[config.mk]
export PLATFORM = sky130hd
export DESIGN_NAME = gcce_top
export DESIGN_NICKNAME = d
export VERILOG_FILES = /design/src/rtl/gcce_pkg.sv /design/src/rtl/gcce_top.sv /design/src/rtl/gcce_sync.sv /design/src/rtl/gcce_ahb_slave.sv
export VERILOG_INCLUDE_DIRS = /design/src /design/src/rtl
export SDC_FILE = /design/constraint.sdc
export NUM_CORES = 1
export LEC_CHECK = 0
export BUFFER_PORTS_ARGS = -buffer_cell sky130_fd_sc_hd__clkbuf_2
export CELL_PAD_IN_SITES_DETAIL_PLACEMENT = 1
export CELL_PAD_IN_SITES_GLOBAL_PLACEMENT = 1
export CORE_MARGIN = 2
export CORE_UTILIZATION = 37
export CTS_CLUSTER_DIAMETER = 30
export DETAILED_ROUTE_END_ITERATION = 10
export GPL_TIMING_DRIVEN = 0
export PLACE_DENSITY_LB_ADDON = 0.1
export SLEW_MARGIN = 5
export SYNTH_ARGS = -nofsm -noshare
export SYNTH_HDL_FRONTEND = slang
export SYNTH_SLANG_ARGS = --single-unit
[constraint.sdc]
create_clock -name clk -period 2.6 [get_ports clk]
set_input_delay 0.26 -clock clk [delete_from_list [all_inputs] [get_ports clk]]
set_output_delay 0.26 -clock clk [all_outputs]
set_load 0.1 [all_outputs]
[src/rtl/gcce_params.svh]
/*
 Constants of the bus command encoder: register indices, field positions,
 reset values, command byte codes and the strap settle count.
 Assumes it is included by its bare name from every file that needs it.
*/
`ifndef GCCE_PARAMS_SVH
`define GCCE_PARAMS_SVH

// ********
// Register indices (byte address is four times the index)
// ********
`define GCCE_IDX_CMD 2'h0
`define GCCE_IDX_ERR 2'h2
`define GCCE_IDX_CSA 2'h3

// ********
// Command register fields
// ********
`define GCCE_CMD_OP_LSB 0
`define GCCE_CMD_OP_MSB 4
`define GCCE_CMD_ARG_LSB 8
`define GCCE_CMD_ARG_MSB 15
`define GCCE_CMD_END_BIT 16

// ********
// Error/status register fields
// ********
`define GCCE_ERR_BUSY_BIT 0
`define GCCE_ERR_NOTAC_BIT 1
`define GCCE_ERR_SEQ_BIT 2
`define GCCE_ERR_OVR_BIT 3
`define GCCE_ERR_LSN_BIT 4

// ********
// Controller status and address fields
// ********
`define GCCE_CSA_SYS_BIT 7
`define GCCE_CSA_AC_BIT 6
`define GCCE_ADDR_W 5
`define GCCE_ADDR_SYS 5'h15
`define GCCE_ADDR_NONSYS 5'h14
`define GCCE_ADDR_UNUSED 5'h1F

// ********
// Command byte codes and prefixes
// ********
`define GCCE_CODE_GTL 8'h01
`define GCCE_CODE_SDC 8'h04
`define GCCE_CODE_PPC 8'h05
`define GCCE_CODE_GET 8'h08
`define GCCE_CODE_TCT 8'h09
`define GCCE_CODE_LLO 8'h11
`define GCCE_CODE_DCL 8'h14
`define GCCE_CODE_PPU 8'h15
`define GCCE_CODE_SPE 8'h18
`define GCCE_CODE_SPD 8'h19
`define GCCE_CODE_UNL 8'h3F
`define GCCE_CODE_UNT 8'h5F
`define GCCE_CODE_PPD 8'h70
`define GCCE_PFX_LISTEN 3'h1
`define GCCE_PFX_TALK 3'h2
`define GCCE_PFX_PPE 4'h6

// ********
// Strap settle count after reset release
// ********
`define GCCE_INIT_CYCLES 2'h3

`endif

[src/rtl/gcce_pkg.sv]
/*
 Types of the bus command encoder: command opcodes and sequencer states.
 Assumes nothing beyond a SystemVerilog compiler.
*/
package gcce_pkg;

   // ****************************************************************
   // Opcodes written to the command register
   // ****************************************************************
   typedef enum logic [4:0] {
      GCCE_OP_GTL    = 5'h00,
      GCCE_OP_SDC    = 5'h01,
      GCCE_OP_PPC    = 5'h02,
      GCCE_OP_GET    = 5'h03,
      GCCE_OP_TCT    = 5'h04,
      GCCE_OP_LLO    = 5'h05,
      GCCE_OP_DCL    = 5'h06,
      GCCE_OP_PPU    = 5'h07,
      GCCE_OP_SPE    = 5'h08,
      GCCE_OP_SPD    = 5'h09,
      GCCE_OP_UNL    = 5'h0A,
      GCCE_OP_UNT    = 5'h0B,
      GCCE_OP_LISTEN = 5'h0C,
      GCCE_OP_TALK   = 5'h0D,
      GCCE_OP_MLA    = 5'h0E,
      GCCE_OP_MTA    = 5'h0F,
      GCCE_OP_PPE    = 5'h10,
      GCCE_OP_PPD    = 5'h11,
      GCCE_OP_RAW    = 5'h12,
      GCCE_OP_DATA   = 5'h13,
      GCCE_OP_PASS   = 5'h14
   } gcce_op_t;

   // ****************************************************************
   // Sequencer states
   // ****************************************************************
   typedef enum logic [2:0] {
      GCCE_ST_INIT,
      GCCE_ST_IDLE,
      GCCE_ST_SEND,
      GCCE_ST_PASS_TALK,
      GCCE_ST_PASS_TCT
   } gcce_state_t;

endpackage

[src/rtl/gcce_top.sv]
/*
 Controller-side command encoder: builds command, address, secondary and
 data bytes for the instrument bus, tracks active and system controller
 status and the primary address, and runs the pass-control sequence.
 Assumes a byte handshake engine on clk that takes gpib_byte/atn/eoi when
 gpib_valid and gpib_ready are both high, and a bus decoder that pulses
 take_ctrl_rx when control is passed to this interface.
*/
// Design decision made here: the AHB-Lite register port.
`include "gcce_params.svh"

// What this block does
// - Listen address byte is 32 plus primary address, MSB clear or set.
// - Talk address byte is 64 plus primary address, MSB clear or set.
// - Parallel poll enable carries a 4-bit mask, codes 96 to 111.
// - Parallel poll disable is byte 112, or 240 with MSB set.
// - Poll enable or disable only right after configure to a listener.
// - Fixed single-byte command codes; all but lockout may add 128.
// - Status bit 7 shows system controller configuration.
// - Status bit 6 shows this interface is active controller.
// - Status bits 4 to 0 hold the primary address, 0 to 30.
// - Power-on address is 21 as system controller, else 20.
// - A written address above 30 is stored modulo 32, unless that gives 31, which is ignored.
// - Address 31 is never used as a device address.
// - Pass control sends the new controller's talk address, then take control.
// - After the take control byte of a pass control is accepted, the old controller drops active status.
// - Commands go out with attention asserted, data with it deasserted.
// - A requested end marker goes out with the final data byte.
// - Standard commands clear the MSB; the raw path may set it.
// - Command requests while not active controller are refused with an error.
module gcce_top
   import gcce_pkg::*;
(
   // Clock and reset
   input wire logic clk,
   input wire logic rst,
   // AHB-Lite register bus
   input wire logic hsel,
   input wire logic [31:0] haddr,
   input wire logic [1:0] htrans,
   input wire logic hwrite,
   input wire logic [2:0] hsize,
   input wire logic hready,
   input wire logic [31:0] hwdata,
   output logic hreadyout,
   output logic hresp,
   output logic [31:0] hrdata,
   // Outgoing byte to the handshake engine
   output logic [7:0] gpib_byte,
   output logic gpib_atn,
   output logic gpib_eoi,
   output logic gpib_valid,
   input wire logic gpib_ready,
   // Controller role
   input wire logic sys_ctrl_pin,
   input wire logic take_ctrl_rx,
   output logic ctrl_active
);

   // ********
   // Declarations
   // ********
   logic [1:0] rd_idx;
   logic [31:0] rd_word;
   logic wr_stb;
   logic [1:0] wr_idx;
   logic [31:0] wr_data;
   logic sys_ctrl_lvl;

   gcce_state_t state_ff;
   logic [1:0] init_cnt_ff;
   logic sys_ctrl_ff;
   logic active_ff;
   logic [`GCCE_ADDR_W-1:0] addr_ff;
   logic listener_ff;
   logic ppc_armed_ff;
   logic [16:0] cmd_last_ff;
   logic [7:0] byte_ff;
   logic atn_ff;
   logic eoi_ff;
   logic err_busy_ff;
   logic err_notac_ff;
   logic err_seq_ff;

   logic cmd_wr;
   gcce_op_t req_op;
   logic [7:0] req_arg;
   logic req_end;
   logic req_is_cmd;
   logic req_is_sec;
   logic req_accept;
   logic rej_busy;
   logic rej_notac;
   logic rej_seq;
   logic [7:0] req_byte;
   logic byte_done;
   logic err_clr_wr;
   logic addr_wr;
   logic [`GCCE_ADDR_W-1:0] wr_addr;

   // ********
   // Bus slave and strap synchroniser
   // ********
   gcce_ahb_slave u_slave (
      .clk(clk),
      .rst(rst),
      .hsel(hsel),
      .haddr(haddr),
      .htrans(htrans),
      .hwrite(hwrite),
      .hsize(hsize),
      .hready(hready),
      .hwdata(hwdata),
      .hreadyout(hreadyout),
      .hresp(hresp),
      .hrdata(hrdata),
      .rd_idx(rd_idx),
      .rd_word(rd_word),
      .wr_stb(wr_stb),
      .wr_idx(wr_idx),
      .wr_data(wr_data)
   );

   gcce_sync u_sys_sync (
      .clk(clk),
      .rst(rst),
      .pin_in(sys_ctrl_pin),
      .level_out(sys_ctrl_lvl)
   );

   // ********
   // Request decode
   // ********
   // Command register write fields
   assign cmd_wr = wr_stb & (wr_idx == `GCCE_IDX_CMD);
   assign req_op = gcce_op_t'(wr_data[`GCCE_CMD_OP_MSB:`GCCE_CMD_OP_LSB]);
   assign req_arg = wr_data[`GCCE_CMD_ARG_MSB:`GCCE_CMD_ARG_LSB];
   assign req_end = wr_data[`GCCE_CMD_END_BIT];
   assign req_is_sec = (req_op == GCCE_OP_PPE) | (req_op == GCCE_OP_PPD);
   // Everything but a data byte needs the controller role
   assign req_is_cmd = (req_op != GCCE_OP_DATA);

   // Refusals: busy first, then role, then secondary ordering
   assign rej_busy = cmd_wr & (state_ff != GCCE_ST_IDLE);
   assign rej_notac = cmd_wr & ~rej_busy & req_is_cmd & ~active_ff;
   assign rej_seq = cmd_wr & ~rej_busy & ~rej_notac & req_is_sec & ~ppc_armed_ff;
   assign req_accept = cmd_wr & ~rej_busy & ~rej_notac & ~rej_seq;

   // Byte encoding per opcode; MSB cleared except on the raw and data paths
   always_comb begin
      req_byte = 8'h00;
      case (req_op)
         GCCE_OP_GTL: req_byte = `GCCE_CODE_GTL;
         GCCE_OP_SDC: req_byte = `GCCE_CODE_SDC;
         GCCE_OP_PPC: req_byte = `GCCE_CODE_PPC;
         GCCE_OP_GET: req_byte = `GCCE_CODE_GET;
         GCCE_OP_TCT: req_byte = `GCCE_CODE_TCT;
         GCCE_OP_LLO: req_byte = `GCCE_CODE_LLO;
         GCCE_OP_DCL: req_byte = `GCCE_CODE_DCL;
         GCCE_OP_PPU: req_byte = `GCCE_CODE_PPU;
         GCCE_OP_SPE: req_byte = `GCCE_CODE_SPE;
         GCCE_OP_SPD: req_byte = `GCCE_CODE_SPD;
         GCCE_OP_UNL: req_byte = `GCCE_CODE_UNL;
         GCCE_OP_UNT: req_byte = `GCCE_CODE_UNT;
         GCCE_OP_LISTEN: req_byte = {`GCCE_PFX_LISTEN, req_arg[4:0]};
         GCCE_OP_TALK: req_byte = {`GCCE_PFX_TALK, req_arg[4:0]};
         GCCE_OP_MLA: req_byte = {`GCCE_PFX_LISTEN, addr_ff};
         GCCE_OP_MTA: req_byte = {`GCCE_PFX_TALK, addr_ff};
         GCCE_OP_PPE: req_byte = {`GCCE_PFX_PPE, req_arg[3:0]};
         GCCE_OP_PPD: req_byte = `GCCE_CODE_PPD;
         GCCE_OP_RAW: req_byte = req_arg;
         GCCE_OP_DATA: req_byte = req_arg;
         GCCE_OP_PASS: req_byte = {`GCCE_PFX_TALK, req_arg[4:0]};
         default: req_byte = 8'h00;
      endcase
   end

   // Handshake completes on the edge where both sides agree
   assign byte_done = gpib_valid & gpib_ready;

   // ********
   // Sequencer
   // ********
   // Init waits for the strap synchroniser before taking the role
   always_ff @(posedge clk or posedge rst) begin
      if (rst) begin
         state_ff <= GCCE_ST_INIT;
         init_cnt_ff <= 2'h0;
      end else begin
         case (state_ff)
            GCCE_ST_INIT: begin
               init_cnt_ff <= init_cnt_ff + 2'h1;
               if (init_cnt_ff == `GCCE_INIT_CYCLES) begin
                  state_ff <= GCCE_ST_IDLE;
               end
            end
            GCCE_ST_IDLE: begin
               if (req_accept) begin
                  state_ff <= (req_op == GCCE_OP_PASS) ? GCCE_ST_PASS_TALK : GCCE_ST_SEND;
               end
            end
            GCCE_ST_SEND: begin
               if (byte_done) begin
                  state_ff <= GCCE_ST_IDLE;
               end
            end
            GCCE_ST_PASS_TALK: begin
               if (byte_done) begin
                  state_ff <= GCCE_ST_PASS_TCT;
               end
            end
            GCCE_ST_PASS_TCT: begin
               if (byte_done) begin
                  state_ff <= GCCE_ST_IDLE;
               end
            end
            default: state_ff <= GCCE_ST_IDLE;
         endcase
      end
   end

   // Outgoing byte, attention and end marker held until taken
   always_ff @(posedge clk or posedge rst) begin
      if (rst) begin
         byte_ff <= 8'h00;
         atn_ff <= 1'b0;
         eoi_ff <= 1'b0;
      end else if (state_ff == GCCE_ST_IDLE && req_accept) begin
         byte_ff <= req_byte;
         atn_ff <= req_is_cmd;
         eoi_ff <= ~req_is_cmd & req_end;
      end else if (state_ff == GCCE_ST_PASS_TALK && byte_done) begin
         byte_ff <= `GCCE_CODE_TCT;
         atn_ff <= 1'b1;
         eoi_ff <= 1'b0;
      end
   end

   // Last accepted request, read back from the command register
   always_ff @(posedge clk or posedge rst) begin
      if (rst) begin
         cmd_last_ff <= 17'h00000;
      end else if (req_accept) begin
         cmd_last_ff <= wr_data[16:0];
      end
   end

   assign gpib_valid = (state_ff == GCCE_ST_SEND) | (state_ff == GCCE_ST_PASS_TALK) |
                       (state_ff == GCCE_ST_PASS_TCT);
   assign gpib_byte = byte_ff;
   assign gpib_atn = atn_ff;
   assign gpib_eoi = eoi_ff;

   // ********
   // Listener and poll-configure tracking
   // ********
   // A listener exists once a listen or MLA request (not a raw byte) went out; unlisten clears it.
   // Tracked at request time; configure arms it when a listener exists, poll enable and disable hold it, and any other request, data too, disarms it.
   always_ff @(posedge clk or posedge rst) begin
      if (rst) begin
         listener_ff <= 1'b0;
         ppc_armed_ff <= 1'b0;
      end else if (req_accept) begin
         case (req_op)
            GCCE_OP_LISTEN, GCCE_OP_MLA: begin
               listener_ff <= (req_arg[4:0] != `GCCE_ADDR_UNUSED) | (req_op == GCCE_OP_MLA);
               ppc_armed_ff <= 1'b0;
            end
            GCCE_OP_UNL: begin
               listener_ff <= 1'b0;
               ppc_armed_ff <= 1'b0;
            end
            GCCE_OP_PPC: ppc_armed_ff <= listener_ff;
            GCCE_OP_PPE, GCCE_OP_PPD: ppc_armed_ff <= ppc_armed_ff;
            default: ppc_armed_ff <= 1'b0;
         endcase
      end
   end

   // ********
   // Controller role and primary address
   // ********
   assign addr_wr = wr_stb & (wr_idx == `GCCE_IDX_CSA);
   assign wr_addr = wr_data[`GCCE_ADDR_W-1:0];

   // Strap caught after release; address default follows it
   always_ff @(posedge clk or posedge rst) begin
      if (rst) begin
         sys_ctrl_ff <= 1'b0;
         addr_ff <= `GCCE_ADDR_NONSYS;
      end else if (state_ff == GCCE_ST_INIT && init_cnt_ff == `GCCE_INIT_CYCLES) begin
         sys_ctrl_ff <= sys_ctrl_lvl;
         addr_ff <= sys_ctrl_lvl ? `GCCE_ADDR_SYS : `GCCE_ADDR_NONSYS;
      end else if (addr_wr && wr_addr != `GCCE_ADDR_UNUSED) begin
         addr_ff <= wr_addr;
      end
   end

   // System controller starts active; role moves only by take control
   always_ff @(posedge clk or posedge rst) begin
      if (rst) begin
         active_ff <= 1'b0;
      end else if (state_ff == GCCE_ST_INIT && init_cnt_ff == `GCCE_INIT_CYCLES) begin
         active_ff <= sys_ctrl_lvl;
      end else if (take_ctrl_rx) begin
         active_ff <= 1'b1;
      end else if (state_ff == GCCE_ST_PASS_TCT && byte_done) begin
         active_ff <= 1'b0;
      end
   end

   assign ctrl_active = active_ff;

   // ********
   // Error flags
   // ********
   // Write one to clear; a new refusal in the same cycle wins
   assign err_clr_wr = wr_stb & (wr_idx == `GCCE_IDX_ERR);

   always_ff @(posedge clk or posedge rst) begin
      if (rst) begin
         err_busy_ff <= 1'b0;
         err_notac_ff <= 1'b0;
         err_seq_ff <= 1'b0;
      end else begin
         if (rej_busy) begin
            err_busy_ff <= 1'b1;
         end else if (err_clr_wr && wr_data[`GCCE_ERR_OVR_BIT]) begin
            err_busy_ff <= 1'b0;
         end
         if (rej_notac) begin
            err_notac_ff <= 1'b1;
         end else if (err_clr_wr && wr_data[`GCCE_ERR_NOTAC_BIT]) begin
            err_notac_ff <= 1'b0;
         end
         if (rej_seq) begin
            err_seq_ff <= 1'b1;
         end else if (err_clr_wr && wr_data[`GCCE_ERR_SEQ_BIT]) begin
            err_seq_ff <= 1'b0;
         end
      end
   end

   // ********
   // Register read mux
   // ********
   always_comb begin
      rd_word = 32'h00000000;
      case (rd_idx)
         `GCCE_IDX_CMD: rd_word = {15'h0000, cmd_last_ff};
         `GCCE_IDX_ERR: begin
            rd_word[`GCCE_ERR_BUSY_BIT] = (state_ff != GCCE_ST_IDLE);
            rd_word[`GCCE_ERR_NOTAC_BIT] = err_notac_ff;
            rd_word[`GCCE_ERR_SEQ_BIT] = err_seq_ff;
            rd_word[`GCCE_ERR_OVR_BIT] = err_busy_ff;
            rd_word[`GCCE_ERR_LSN_BIT] = listener_ff;
         end
         `GCCE_IDX_CSA: begin
            rd_word[`GCCE_CSA_SYS_BIT] = sys_ctrl_ff;
            rd_word[`GCCE_CSA_AC_BIT] = active_ff;
            rd_word[5] = 1'b0;
            rd_word[`GCCE_ADDR_W-1:0] = addr_ff;
         end
         default: rd_word = 32'h00000000;
      endcase
   end

endmodule

[src/rtl/gcce_sync.sv]
/*
 Two flip-flop level synchroniser for one pin.
 Assumes the pin changes slowly compared with clk.
*/
module gcce_sync (
   // Clock and reset
   input wire logic clk,
   input wire logic rst,
   // Pin and synchronised level
   input wire logic pin_in,
   output logic level_out
);

   logic meta_ff;
   logic level_ff;

   // First stage feeds only the second stage
   always_ff @(posedge clk or posedge rst) begin
      if (rst) begin
         meta_ff <= 1'b0;
         level_ff <= 1'b0;
      end else begin
         meta_ff <= pin_in;
         level_ff <= meta_ff;
      end
   end

   assign level_out = level_ff;

endmodule

[src/rtl/gcce_ahb_slave.sv]
/*
 AHB-Lite slave front end: decodes word accesses to a 16-byte window,
 hands writes to the register file in the data phase, and registers read
 data at the end of the address phase.
 Assumes single transfers with an idle cycle or more between them.
*/
module gcce_ahb_slave (
   // Clock and reset
   input wire logic clk,
   input wire logic rst,
   // AHB-Lite
   input wire logic hsel,
   input wire logic [31:0] haddr,
   input wire logic [1:0] htrans,
   input wire logic hwrite,
   input wire logic [2:0] hsize,
   input wire logic hready,
   input wire logic [31:0] hwdata,
   output logic hreadyout,
   output logic hresp,
   output logic [31:0] hrdata,
   // Register file side
   output logic [1:0] rd_idx,
   input wire logic [31:0] rd_word,
   output logic wr_stb,
   output logic [1:0] wr_idx,
   output logic [31:0] wr_data
);

   logic addr_ok;
   logic mapped;
   logic wr_pend_ff;
   logic [1:0] wr_idx_ff;
   logic [31:0] hrdata_ff;

   // Address phase decode: word size, aligned, inside the window
   assign addr_ok = hsel & htrans[1] & hready;
   assign mapped = (haddr[31:4] == 28'h0000000) & (haddr[1:0] == 2'h0) & (hsize == 3'h2);
   assign rd_idx = haddr[3:2];

   // Write intent is carried into the data phase, where hwdata stands
   always_ff @(posedge clk or posedge rst) begin
      if (rst) begin
         wr_pend_ff <= 1'b0;
         wr_idx_ff <= 2'h0;
      end else begin
         wr_pend_ff <= addr_ok & hwrite & mapped;
         if (addr_ok) begin
            wr_idx_ff <= haddr[3:2];
         end
      end
   end

   // Read data captured early so the data phase needs no wait state
   always_ff @(posedge clk or posedge rst) begin
      if (rst) begin
         hrdata_ff <= 32'h00000000;
      end else if (addr_ok & ~hwrite) begin
         hrdata_ff <= mapped ? rd_word : 32'h00000000;
      end
   end

   assign wr_stb = wr_pend_ff;
   assign wr_idx = wr_idx_ff;
   assign wr_data = hwdata;
   assign hrdata = hrdata_ff;
   assign hreadyout = 1'b1; // Never inserts wait states
   assign hresp = 1'b0;     // Always OKAY

endmodule

==> results of run 1 <==
registers in the layout, indices dropped and copies added (netlist names), 2 cells and up:
| signal | flops |
|---|---|
| state_ff | 3 |
| init_cnt_ff | 2 |
| addr_ff | 5 |
| u_slave.hrdata | 17 |
| gpib_byte | 8 |
| cmd_last_ff | 17 |
| u_slave.wr_idx | 2 |
cell usage after synthesis, types with 7 or more instances:
master	number	area [sq um]
dfrtp_1	64	1600
o21ai_0	33	165
nand2_1	29	109
clkbuf_1	20	75.1
nor2_1	19	71.3
buf_4	17	128
mux2_2	16	180
inv_1	14	52.6
a21oi_1	13	65.1
nand4_1	11	68.8
nand3_1	10	50.1
o31ai_1	9	67.6
a32o_1	8	80.1
nor4_1	8	50.1
nor2b_1	7	43.8
logic make-up (layout without fill, tap and decap cells):
kind of cell | Yosys count | after routing | share of synthesized area (%)
buf+inv | 56 | 160 | 8.43
simple gates | 112 | 112 | 17.8
compound gates | 95 | 95 | 18.8
other cells | 2 | 17 | 0.212
fa+ha+maj | 5 | 5 | 1.76
xor+xnor | 3 | 3 | 0.741
mux | 18 | 18 | 5.64
flops | 66 | 66 | 46.6
cell type report:
| type | instances | share of cell area [%] |
|---|---|---|
| flip-flops and latches | 66 | 37.3 |
| plain buffers | 42 | 5.55 |
| well taps | 129 | 3.63 |
| inverters | 14 | 1.24 |
| repair buffers | 88 | 9.92 |
| multi-input cells | 250 | 37.2 |
| clock inverters | 6 | 2.37 |
| clock buffers | 10 | 2.87 |
routing by layer:
metal	up-vias	part of all wire, %	routed length [um]
met5	-	0	0
met4	0	1.5	156
met3	11	4.6	480
met2	90	49	5120
met1	1596	45	4740
li1	1521	-	-
power by group through the flow:
stage               clock (mW)  sequential [mW]  combinational (mW)
CTS                       1.06             1.10               0.388
global placement             0             1.12               0.375
global route              1.10             1.11               0.424
finish                    1.05             1.10               0.386
floorplan                    0             1.11               0.278
detailed placement           0             1.12               0.385
metrics by stage:
step           util [%]  hold slack (ns)  setup slack [ns]  instances  instance area (sq um)
5_1_grt            47.8          0.00482             0.280        605                   4440
3_3_place_gp       45.3            0.334            -0.194        589                   4210
2_1_floorplan         -            0.291             0.401        372                   3600
4_1_cts            47.8          0.00598             0.413        605                   4440
6_report           47.8           0.0157             0.418        605                   4440
3_5_place_dp       45.3            0.342             0.452        589                   4210
layout by cell type (no fill, tap or decap), types with 5 or more instances in the layout:
cell	count
inv_1	13
a222oi_1	5
buf_4	17
clkbuf_1	21
a32o_1	8
clkbuf_2	88
mux2_2	16
conb_1	17
dfrtp_1	64
nand2_1	29
nor2b_1	7
o31ai_1	9
ha_1	5
clkbuf_8	9
a21oi_1	13
o21ai_0	32
a31oi_1	6
nand3_1	10
nand4_1	11
nor2_1	19
nor4_1	8
how the worst max path moves through the flow:
| stage | end | slack, ns |
|---|---|---|
| after floorplan | cmd_last_ff[10] | 0.40 |
| after global placement | u_slave.hrdata[11] | -0.19 |
| after detailed placement | cmd_last_ff[4] | 0.45 |
| after CTS | cmd_last_ff[4] | 0.41 |
| after global routing | cmd_last_ff[4] | 0.28 |
| final | cmd_last_ff[6] | 0.42 |
==> impl_metrics.env, run 1 <==
export IMPL_status="completed"
export IMPL_critical_path_max_stage_delay_ns=0.40
export IMPL_ctsResizeCount=0
export IMPL_grt_pass1_wl_um=16800
export IMPL_p_int_mw=1.82
export IMPL_grt_use_met1_pct=28.6
export IMPL_power_frac_seq_pct=43.4
export IMPL_antenna_cells=0
export IMPL_cts_made_buffers=9
export IMPL_whs_endpoint="u_sys_sync.meta_ff"
export IMPL_grt_max_degree=67
export IMPL_yosysWarnings=0
export IMPL_cts_tree="built"
export IMPL_finClkSkew_ns=0.00895
export IMPL_fin_setup_tns_ns=0
export IMPL_yosysSeqAreaShare_pct=46.6
export IMPL_wl_per_cell_um=17.3
export IMPL_use_met2_pct=35.0
export IMPL_num_vias=3218
export IMPL_area_delta_synth_final_pct=25.2
export IMPL_postCtsSetupBuffers=0
export IMPL_grt_overflow_total=0
export IMPL_fin_crit_sh_pct=83.9
export IMPL_nets=553
export IMPL_dpl_hpwl_um=7880
export IMPL_cp_num_buf_inv=2
export IMPL_crit_chain="nor2b_1, clkbuf_1, o2111ai_4, nor2_2, buf_6, mux2_2"
export IMPL_drc=0
export IMPL_num_rows=35
export IMPL_clock_power_share_pct=41.4
export IMPL_worstMarginPinSlew_ns=0.839
export IMPL_maxSlewViolCount=0
export IMPL_grt_pass1_vias=3194
export IMPL_cts_root_buf="clkbuf_8"
export IMPL_fp_coreArea_sq_mm=0.00928
export IMPL_drtPass1Iterations=6
export IMPL_clk_pin_slew_worst_paths_ns=0.08
export IMPL_synth_cell_area_sq_mm=0.00355
export IMPL_relSlewSlack_pct=44.1
export IMPL_r2r_start="u_slave.wr_idx[0]"
export IMPL_antenna_found_initial=0
export IMPL_io_pins=123
export IMPL_async_reset_ff_share_pct=100
export IMPL_p_per_area_mw_per_mm2=572
export IMPL_cp_top_family="buffers and inverters"
export IMPL_swShare_pct=28.2
export IMPL_total_power_mw=2.54
export IMPL_ir_worst_vdd_mv=0.494
export IMPL_worstHoldPathType="in2reg"
export IMPL_fmax_ghz=0.458
export IMPL_cp_depth=6
export IMPL_hold_viol_final=0
export IMPL_die_h_um=102
export IMPL_cp_max_fo=10
export IMPL_clk_path_buf_depth=2
export IMPL_syn_instance_count=357
export IMPL_seq_area_sq_mm=0.00165
export IMPL_start_util_pct=38.2
export IMPL_drv_cap=0
export IMPL_synth_edf_count=0
export IMPL_crit_required_ns=2.83
export IMPL_via_per_inst=5.32
export IMPL_port_buffers=88
export IMPL_antenna_left=0
export IMPL_rr_worst_depth=6
export IMPL_grt_use_total_pct=21.3
export IMPL_drtIter0Drc=205
export IMPL_rr_endpoint="cmd_last_ff[6]"
export IMPL_regToRegSetupSlack_ns=0.42
export IMPL_cp_startpoint="u_slave.wr_idx[0]"
export IMPL_grt_setup_unrepaired="no"
export IMPL_cts_sinks=66
export IMPL_synth_avg_cell_area_sq_um=9.94
export IMPL_dieArea_sq_mm=0.0104
export IMPL_whs_path_depth=1
export IMPL_top_usage_layer="met2"
export IMPL_ys_seq_elements=66
export IMPL_cp_start_kind="flip-flop"
export IMPL_globalplace_congestion=0.832
export IMPL_multiInputGateArea_sq_mm=0.00165
export IMPL_switching_power_mw=0.717
export IMPL_insertion_delay_ns=0.35
export IMPL_hold_buffers=0
export IMPL_cts_max_level=3
export IMPL_crit_arrival_ns=2.42
export IMPL_combPwrFrac_pct=15.2
export IMPL_crit_type="reg2reg"
export IMPL_p_leak_nw=2.11
export IMPL_min_from="sys_ctrl_pin"
export IMPL_drive_gt1_share_pct=32.6
export IMPL_setup_violations_final=0
export IMPL_synth_distinct_cells=59
export IMPL_slowest_stage="dfrtp_1"
export IMPL_fill_cells=1120
export IMPL_fin_crit_ns=2.18
export IMPL_grtUsageMet3_pct=3.28
export IMPL_cp_end_kind="flip-flop"
export IMPL_wl_um=10500
export IMPL_die_x_um=102
export IMPL_synth_flop_cell="dfrtp_1"
No activity file was read; power rests on OpenSTA's default activity.
==> inputs of run 2 (changes only) <==
CORE_UTILIZATION = 34   (was 37)
clock period = 1.9 ns   (was 2.6 ns; I/O delays follow)
==> run 2 against run 1 <==
- the run now ends with hold timing left
- non-clock buffer count up 11
- combinational power up 37%
- design area up 2.4%
- critical path depth down 1
- wire length down 0.74%
- clock skew about the same
- sequential power up 37%
- cell count up 3.1%
- utilization down 3.4 points
- maximum frequency up 17%
- critical endpoint is now cmd_last_ff[4]
- largest cell class is now multi-input combinational cells
==> impl_metrics.env, run 2 (same netlist as run 1, synthesis figures left out) <==
export IMPL_grt_max_degree=67
export IMPL_status="complete, but fails checks"
export IMPL_fmax_ghz=0.535
export IMPL_cp_end_kind="flip-flop"
export IMPL_fp_coreArea_sq_mm=0.0102
export IMPL_die_h_um=106
export IMPL_cp_max_fo=10
export IMPL_route_met3_wl_um=399
export IMPL_cts_sinks=66
export IMPL_rr_worst_depth=5
export IMPL_worstHoldPathType="in2async"
export IMPL_drc=0
export IMPL_p_per_area_mw_per_mm2=717
export IMPL_num_rows=37
export IMPL_cp_startpoint="ppc_armed_ff"
export IMPL_violations="hold timing"
export IMPL_r2r_start="ppc_armed_ff"
export IMPL_antenna_cells=0
export IMPL_drtPass1Iterations=7
export IMPL_hold_viol_final=6
export IMPL_antenna_found_initial=0
export IMPL_die_x_um=106
export IMPL_port_buffers=88
export IMPL_crit_arrival_ns=2.10
export IMPL_dpl_hpwl_um=7770
export IMPL_relSlewSlack_pct=44.6
export IMPL_io_pins=123
export IMPL_grt_pass1_wl_um=16900
export IMPL_grt_use_total_pct=19.5
export IMPL_most_common_layout_cells="87 x clkbuf_2, 59 x dfrtp_1, 32 x o21ai_0"
export IMPL_area_delta_synth_final_pct=28.2
export IMPL_cts_made_buffers=9
export IMPL_fin_crit_ns=1.87
export IMPL_nets=565
export IMPL_fin_cells=624
export IMPL_cp_start_kind="flip-flop"
export IMPL_start_util_pct=34.7
export IMPL_wl_per_cell_um=16.7
export IMPL_wl_um=10400
export IMPL_rr_endpoint="cmd_last_ff[4]"
export IMPL_drv_cap=0
export IMPL_grt_pass1_vias=3187
export IMPL_total_power_mw=3.26
export IMPL_setup_violations_final=0
export IMPL_antenna_left=0
export IMPL_cts_tree="built"
export IMPL_drtIter0Drc=132
export IMPL_setup_ws_ns=0.0302
export IMPL_maxSlewViolCount=0
export IMPL_globalplace_congestion=0.811
export IMPL_ir_worst_vdd_mv=0.273
export IMPL_cts_root_buf="clkbuf_8"
export IMPL_insertion_delay_ns=0.35
export IMPL_dp_cells=596
export IMPL_placement_cell_area_sq_mm=0.00422
export IMPL_top_layer_used="met4"
export IMPL_holdWs_ns=-0.0111
export IMPL_finClkSkew_ns=0.00902
export IMPL_regToRegSetupSlack_ns=0.03
export IMPL_grt_overflow_total=0
export IMPL_cts_max_level=3
export IMPL_num_vias=3187
export IMPL_worstMarginPinSlew_ns=0.831
export IMPL_clk_pin_slew_worst_paths_ns=0.08
export IMPL_p_leak_nw=2.15
export IMPL_dp_slack_ns=-0.245
export IMPL_dieArea_sq_mm=0.0113
export IMPL_crit_required_ns=2.13
export IMPL_met1_length_um=4680
export IMPL_via_per_inst=5.11
export IMPL_drive_gt1_share_pct=35.9
export IMPL_grt_setup_unrepaired="yes"
export IMPL_final_common_cell="clkbuf_2"
export IMPL_fin_crit_sh_pct=98.4
export IMPL_finish_instance_area_sq_mm=0.00455
export IMPL_crit_type="reg2reg"
export IMPL_wl_met2_um=5240
export IMPL_clk_path_buf_depth=2
==> run 2: changes by cell type in the layout (fill, tap and decap cells not counted), sizes merged <==
cell | before | now
buf | 22 | 33
inv | 14 | 16
clkbuf | 118 | 116
bufinv | 3 | 1
clkinv | 3 | 4
o2111ai | 2 | 3
dlygate4sd3 | 0 | 1
==> run 2: layer usage <==
layer	global-route usage, %	vias to the layer above
met5	0	-
met4	5.83	0
met3	3.68	9
met2	32.7	68
met1	25.4	1572
li1	-	1538
==> run 2: layout make-up <==
cell class / count / area [sq um]
multi-input combinational: 251 / 1680
buffer: 40 / 238
clock inverter: 7 / 77.6
fill: 1242 / 5680
timing repair buffer: 101 / 541
sequential: 66 / 1660
tap: 136 / 170
clock buffer: 9 / 124
inverter: 14 / 55.1
==> run 2: timing repair <==
item | CTS | global route
setup buffers | 9 | 3
setup endpoints to repair | 31 | 16
hold buffers | 1 | 0
cloned | 1 | 0
pin swaps | 5 | 1
hold endpoints to repair | 1 | 0
gates resized for setup | 6 | 5
==> run 2: power breakdown <==
| part | leakage, nW | internal, mW | switching, mW | total (mW) |
|---|---|---|---|---|
| Combinational | 1.17 | 0.172 | 0.358 | 0.530 |
| Clock | 0.105 | 0.619 | 0.602 | 1.22 |
| Sequential | 0.871 | 1.46 | 0.0504 | 1.51 |
==> run 2: critical path: stages (launching register included) <==
cell and delay (ns):
dfrtp_2 0.44, or4b_4 0.56, a21oi_4 0.26, nor2_4 0.06, buf_8 0.16, mux2_2 0.27
==> run 2: how the worst max path moves through the flow <==
stage | to | slack, ns | depth (start not counted)
2_1_floorplan | gpib_valid | -0.18 | 3
3_3_place_gp | ctrl_active | -1.06 | 2
3_5_place_dp | cmd_last_ff[5] | -0.24 | 5
4_1_cts | sys_ctrl_ff | 0.03 | 4
5_1_grt | cmd_last_ff[6] | -0.01 | 5
6_report | cmd_last_ff[4] | 0.03 | 5
==> run 2: metrics by stage <==
stage          TNS [ns]  utilization, %
4_1_cts               0            44.1
6_report              0            44.4
3_5_place_dp      -3.06            41.2
2_1_floorplan    -0.272               -
3_3_place_gp     -56.68            41.2
5_1_grt         -0.0294            44.4
==> inputs of run 3 (changes only) <==
==> constraint.sdc (replaced) <==
create_clock -name clk -period 1.9 [get_ports clk]
set_input_delay 0.19 -clock clk [delete_from_list [all_inputs] [get_ports clk]]
set_output_delay 0.19 -clock clk [all_outputs]
set_load 0.05 [all_outputs]
==> run 3 against run 2 <==
- non-clock buffer count is 1 higher
- sequential cell count stayed put
- register-to-register slack better by 0.02 ns
- sequential power hardly changed
- the flow now finishes without violations
- hold slack better by 0.078 ns
- design area is 0.74% higher
- first-iteration DRC count is 34% higher
==> impl_metrics.env, run 3 (same netlist as run 1, synthesis figures left out) <==
export IMPL_grt_setup_unrepaired="yes"
export IMPL_ir_worst_vdd_mv=0.344
export IMPL_io_pins=123
export IMPL_grt_use_total_pct=19.6
export IMPL_cts_max_level=3
export IMPL_clk_pin_slew_worst_paths_ns=0.08
export IMPL_area_delta_synth_final_pct=29.1
export IMPL_grt_max_degree=52
export IMPL_finClkSkew_ns=0.0118
export IMPL_crit_arrival_ns=2.06
export IMPL_cp_max_fo=7
export IMPL_drive_gt1_share_pct=35.2
export IMPL_fin_crit_sh_pct=97.3
export IMPL_antenna_cells=0
export IMPL_relSlewSlack_pct=59.3
export IMPL_insertion_delay_ns=0.35
export IMPL_multiInputGateArea_sq_mm=0.00167
export IMPL_dpl_hpwl_um=8030
export IMPL_clk_path_buf_depth=2
export IMPL_maxSlewViolCount=0
export IMPL_dieArea_sq_mm=0.0113
export IMPL_cts_made_buffers=9
export IMPL_placement_cell_area_sq_mm=0.00424
export IMPL_finish_instance_area_sq_mm=0.00458
export IMPL_seq_area_sq_mm=0.00166
export IMPL_drv_cap=0
export IMPL_status="completed"
export IMPL_most_common_layout_cells="88 x clkbuf_2, 61 x dfrtp_1, 32 x o21ai_0"
export IMPL_drc=0
export IMPL_wl_per_cell_um=16.9
export IMPL_start_util_pct=34.7
export IMPL_fmax_ghz=0.541
export IMPL_cts_root_buf="clkbuf_8"
export IMPL_grt_pass1_wl_um=17200
export IMPL_p_per_area_mw_per_mm2=703
export IMPL_wl_um=10500
export IMPL_p_leak_nw=2.17
export IMPL_grt_overflow_total=0
export IMPL_grt_pass1_vias=3357
export IMPL_num_vias=3181
export IMPL_cts_sinks=66
export IMPL_crit_required_ns=2.12
export IMPL_cp_end_kind="flip-flop"
export IMPL_total_power_mw=3.22
export IMPL_die_h_um=106
export IMPL_antenna_left=0
export IMPL_setup_violations_final=0
export IMPL_top_layer_used="met4"
export IMPL_worstMarginPinSlew_ns=0.605
export IMPL_wl_met2_um=5240
export IMPL_globalplace_congestion=0.822
export IMPL_route_met3_wl_um=407
export IMPL_num_rows=37
export IMPL_fp_coreArea_sq_mm=0.0102
export IMPL_worstHoldPathType="in2reg"
export IMPL_die_x_um=106
export IMPL_fin_crit_ns=1.85
export IMPL_via_per_inst=5.10
export IMPL_nets=565
export IMPL_cp_start_kind="flip-flop"
export IMPL_drtPass1Iterations=4
export IMPL_crit_type="reg2reg"
export IMPL_antenna_found_initial=0
export IMPL_met1_length_um=4810
export IMPL_port_buffers=88
export IMPL_drtIter0Drc=177
export IMPL_fill_cells=1221
export IMPL_hold_viol_final=0
export IMPL_cts_tree="built"
export IMPL_final_common_cell="clkbuf_2"
==> run 3: cell count changes in the layout (fill, tap and decap cells not counted), sizes merged <==
cell / previous run / this run
o2111ai: 3 / 2
clkbuf: 116 / 117
dlygate4sd3: 1 / 2
buf: 33 / 32
==> run 3: layer usage <==
metal	global-route usage (%)	vias to the layer above
li1	-	1539
met1	25.7	1573
met3	3.99	9
met5	0	-
met2	33.2	60
met4	4.70	0
==> run 3: path summary, 6_finish.rpt <==
path | slack, ns | to | cells past startpoint | from
min in group asynchronous | 0.31 | state_ff[1] | 3 | rst
worst min register to register | 0.36 | u_sys_sync.level_out | 0 | u_sys_sync.meta_ff
worst min-delay path | 0.07 | cmd_last_ff[6] | 2 | hwdata[6]
worst max-delay path | 0.05 | gpib_byte[0] | 6 | ppc_armed_ff
max in group asynchronous | 1.03 | addr_ff[2] | 4 | rst
worst max register to register | 0.05 | gpib_byte[0] | 6 | ppc_armed_ff
==> run 3: worst max-delay path: stages, from the launching register on <==
cell     delay (ns)
dfrtp_1        0.43
or4b_4         0.51
a21oi_4        0.28
or2_1          0.16
buf_6          0.14
buf_8          0.12
a32oi_1        0.09
==> run 3: final cells by class <==
cell class	instances	area share, %
Timing Repair Buffer	101	12.7
Clock inverter	7	1.69
Clock buffer	9	2.70
Sequential cell	66	36.2
Multi-Input combinational cell	250	36.4
Buffer	41	5.44
Tap cell	136	3.71
Inverter	14	1.20
==> run 3: what timing repair did <==
item                                    in CTS  in global routing
hold endpoints to repair                    16                  0
pin swaps                                    5                  4
buffers inserted                             7                  2
gates cloned                                 0                  1
gates resized for setup                      5                  7
endpoints found under the setup margin      30                 24
hold buffers                                 2                  0
==> run 3: through the flow <==
step | setup slack, ns | hold slack (ns) | util [%] | TNS, ns | cells
6_report | 0.0521 | 0.0666 | 44.8 | 0 | 624
5_1_grt | -0.00574 | 0.0526 | 44.8 | -0.0125 | 624
4_1_cts | 0.00294 | 0.0595 | 44.2 | 0 | 621
3_5_place_dp | -0.246 | 0.135 | 41.5 | -3.01 | 597
3_3_place_gp | -0.877 | 0.302 | 41.2 | -58.66 | 596
2_1_floorplan | 0.0293 | 0.221 | - | 0 | 372
==> run 3: power by group <==
group,switching (mW),total (mW),internal (mW)
sequential,0.0509,1.51,1.46
combinational,0.284,0.461,0.177
clock,0.630,1.25,0.620
total,0.966,3.22,2.26
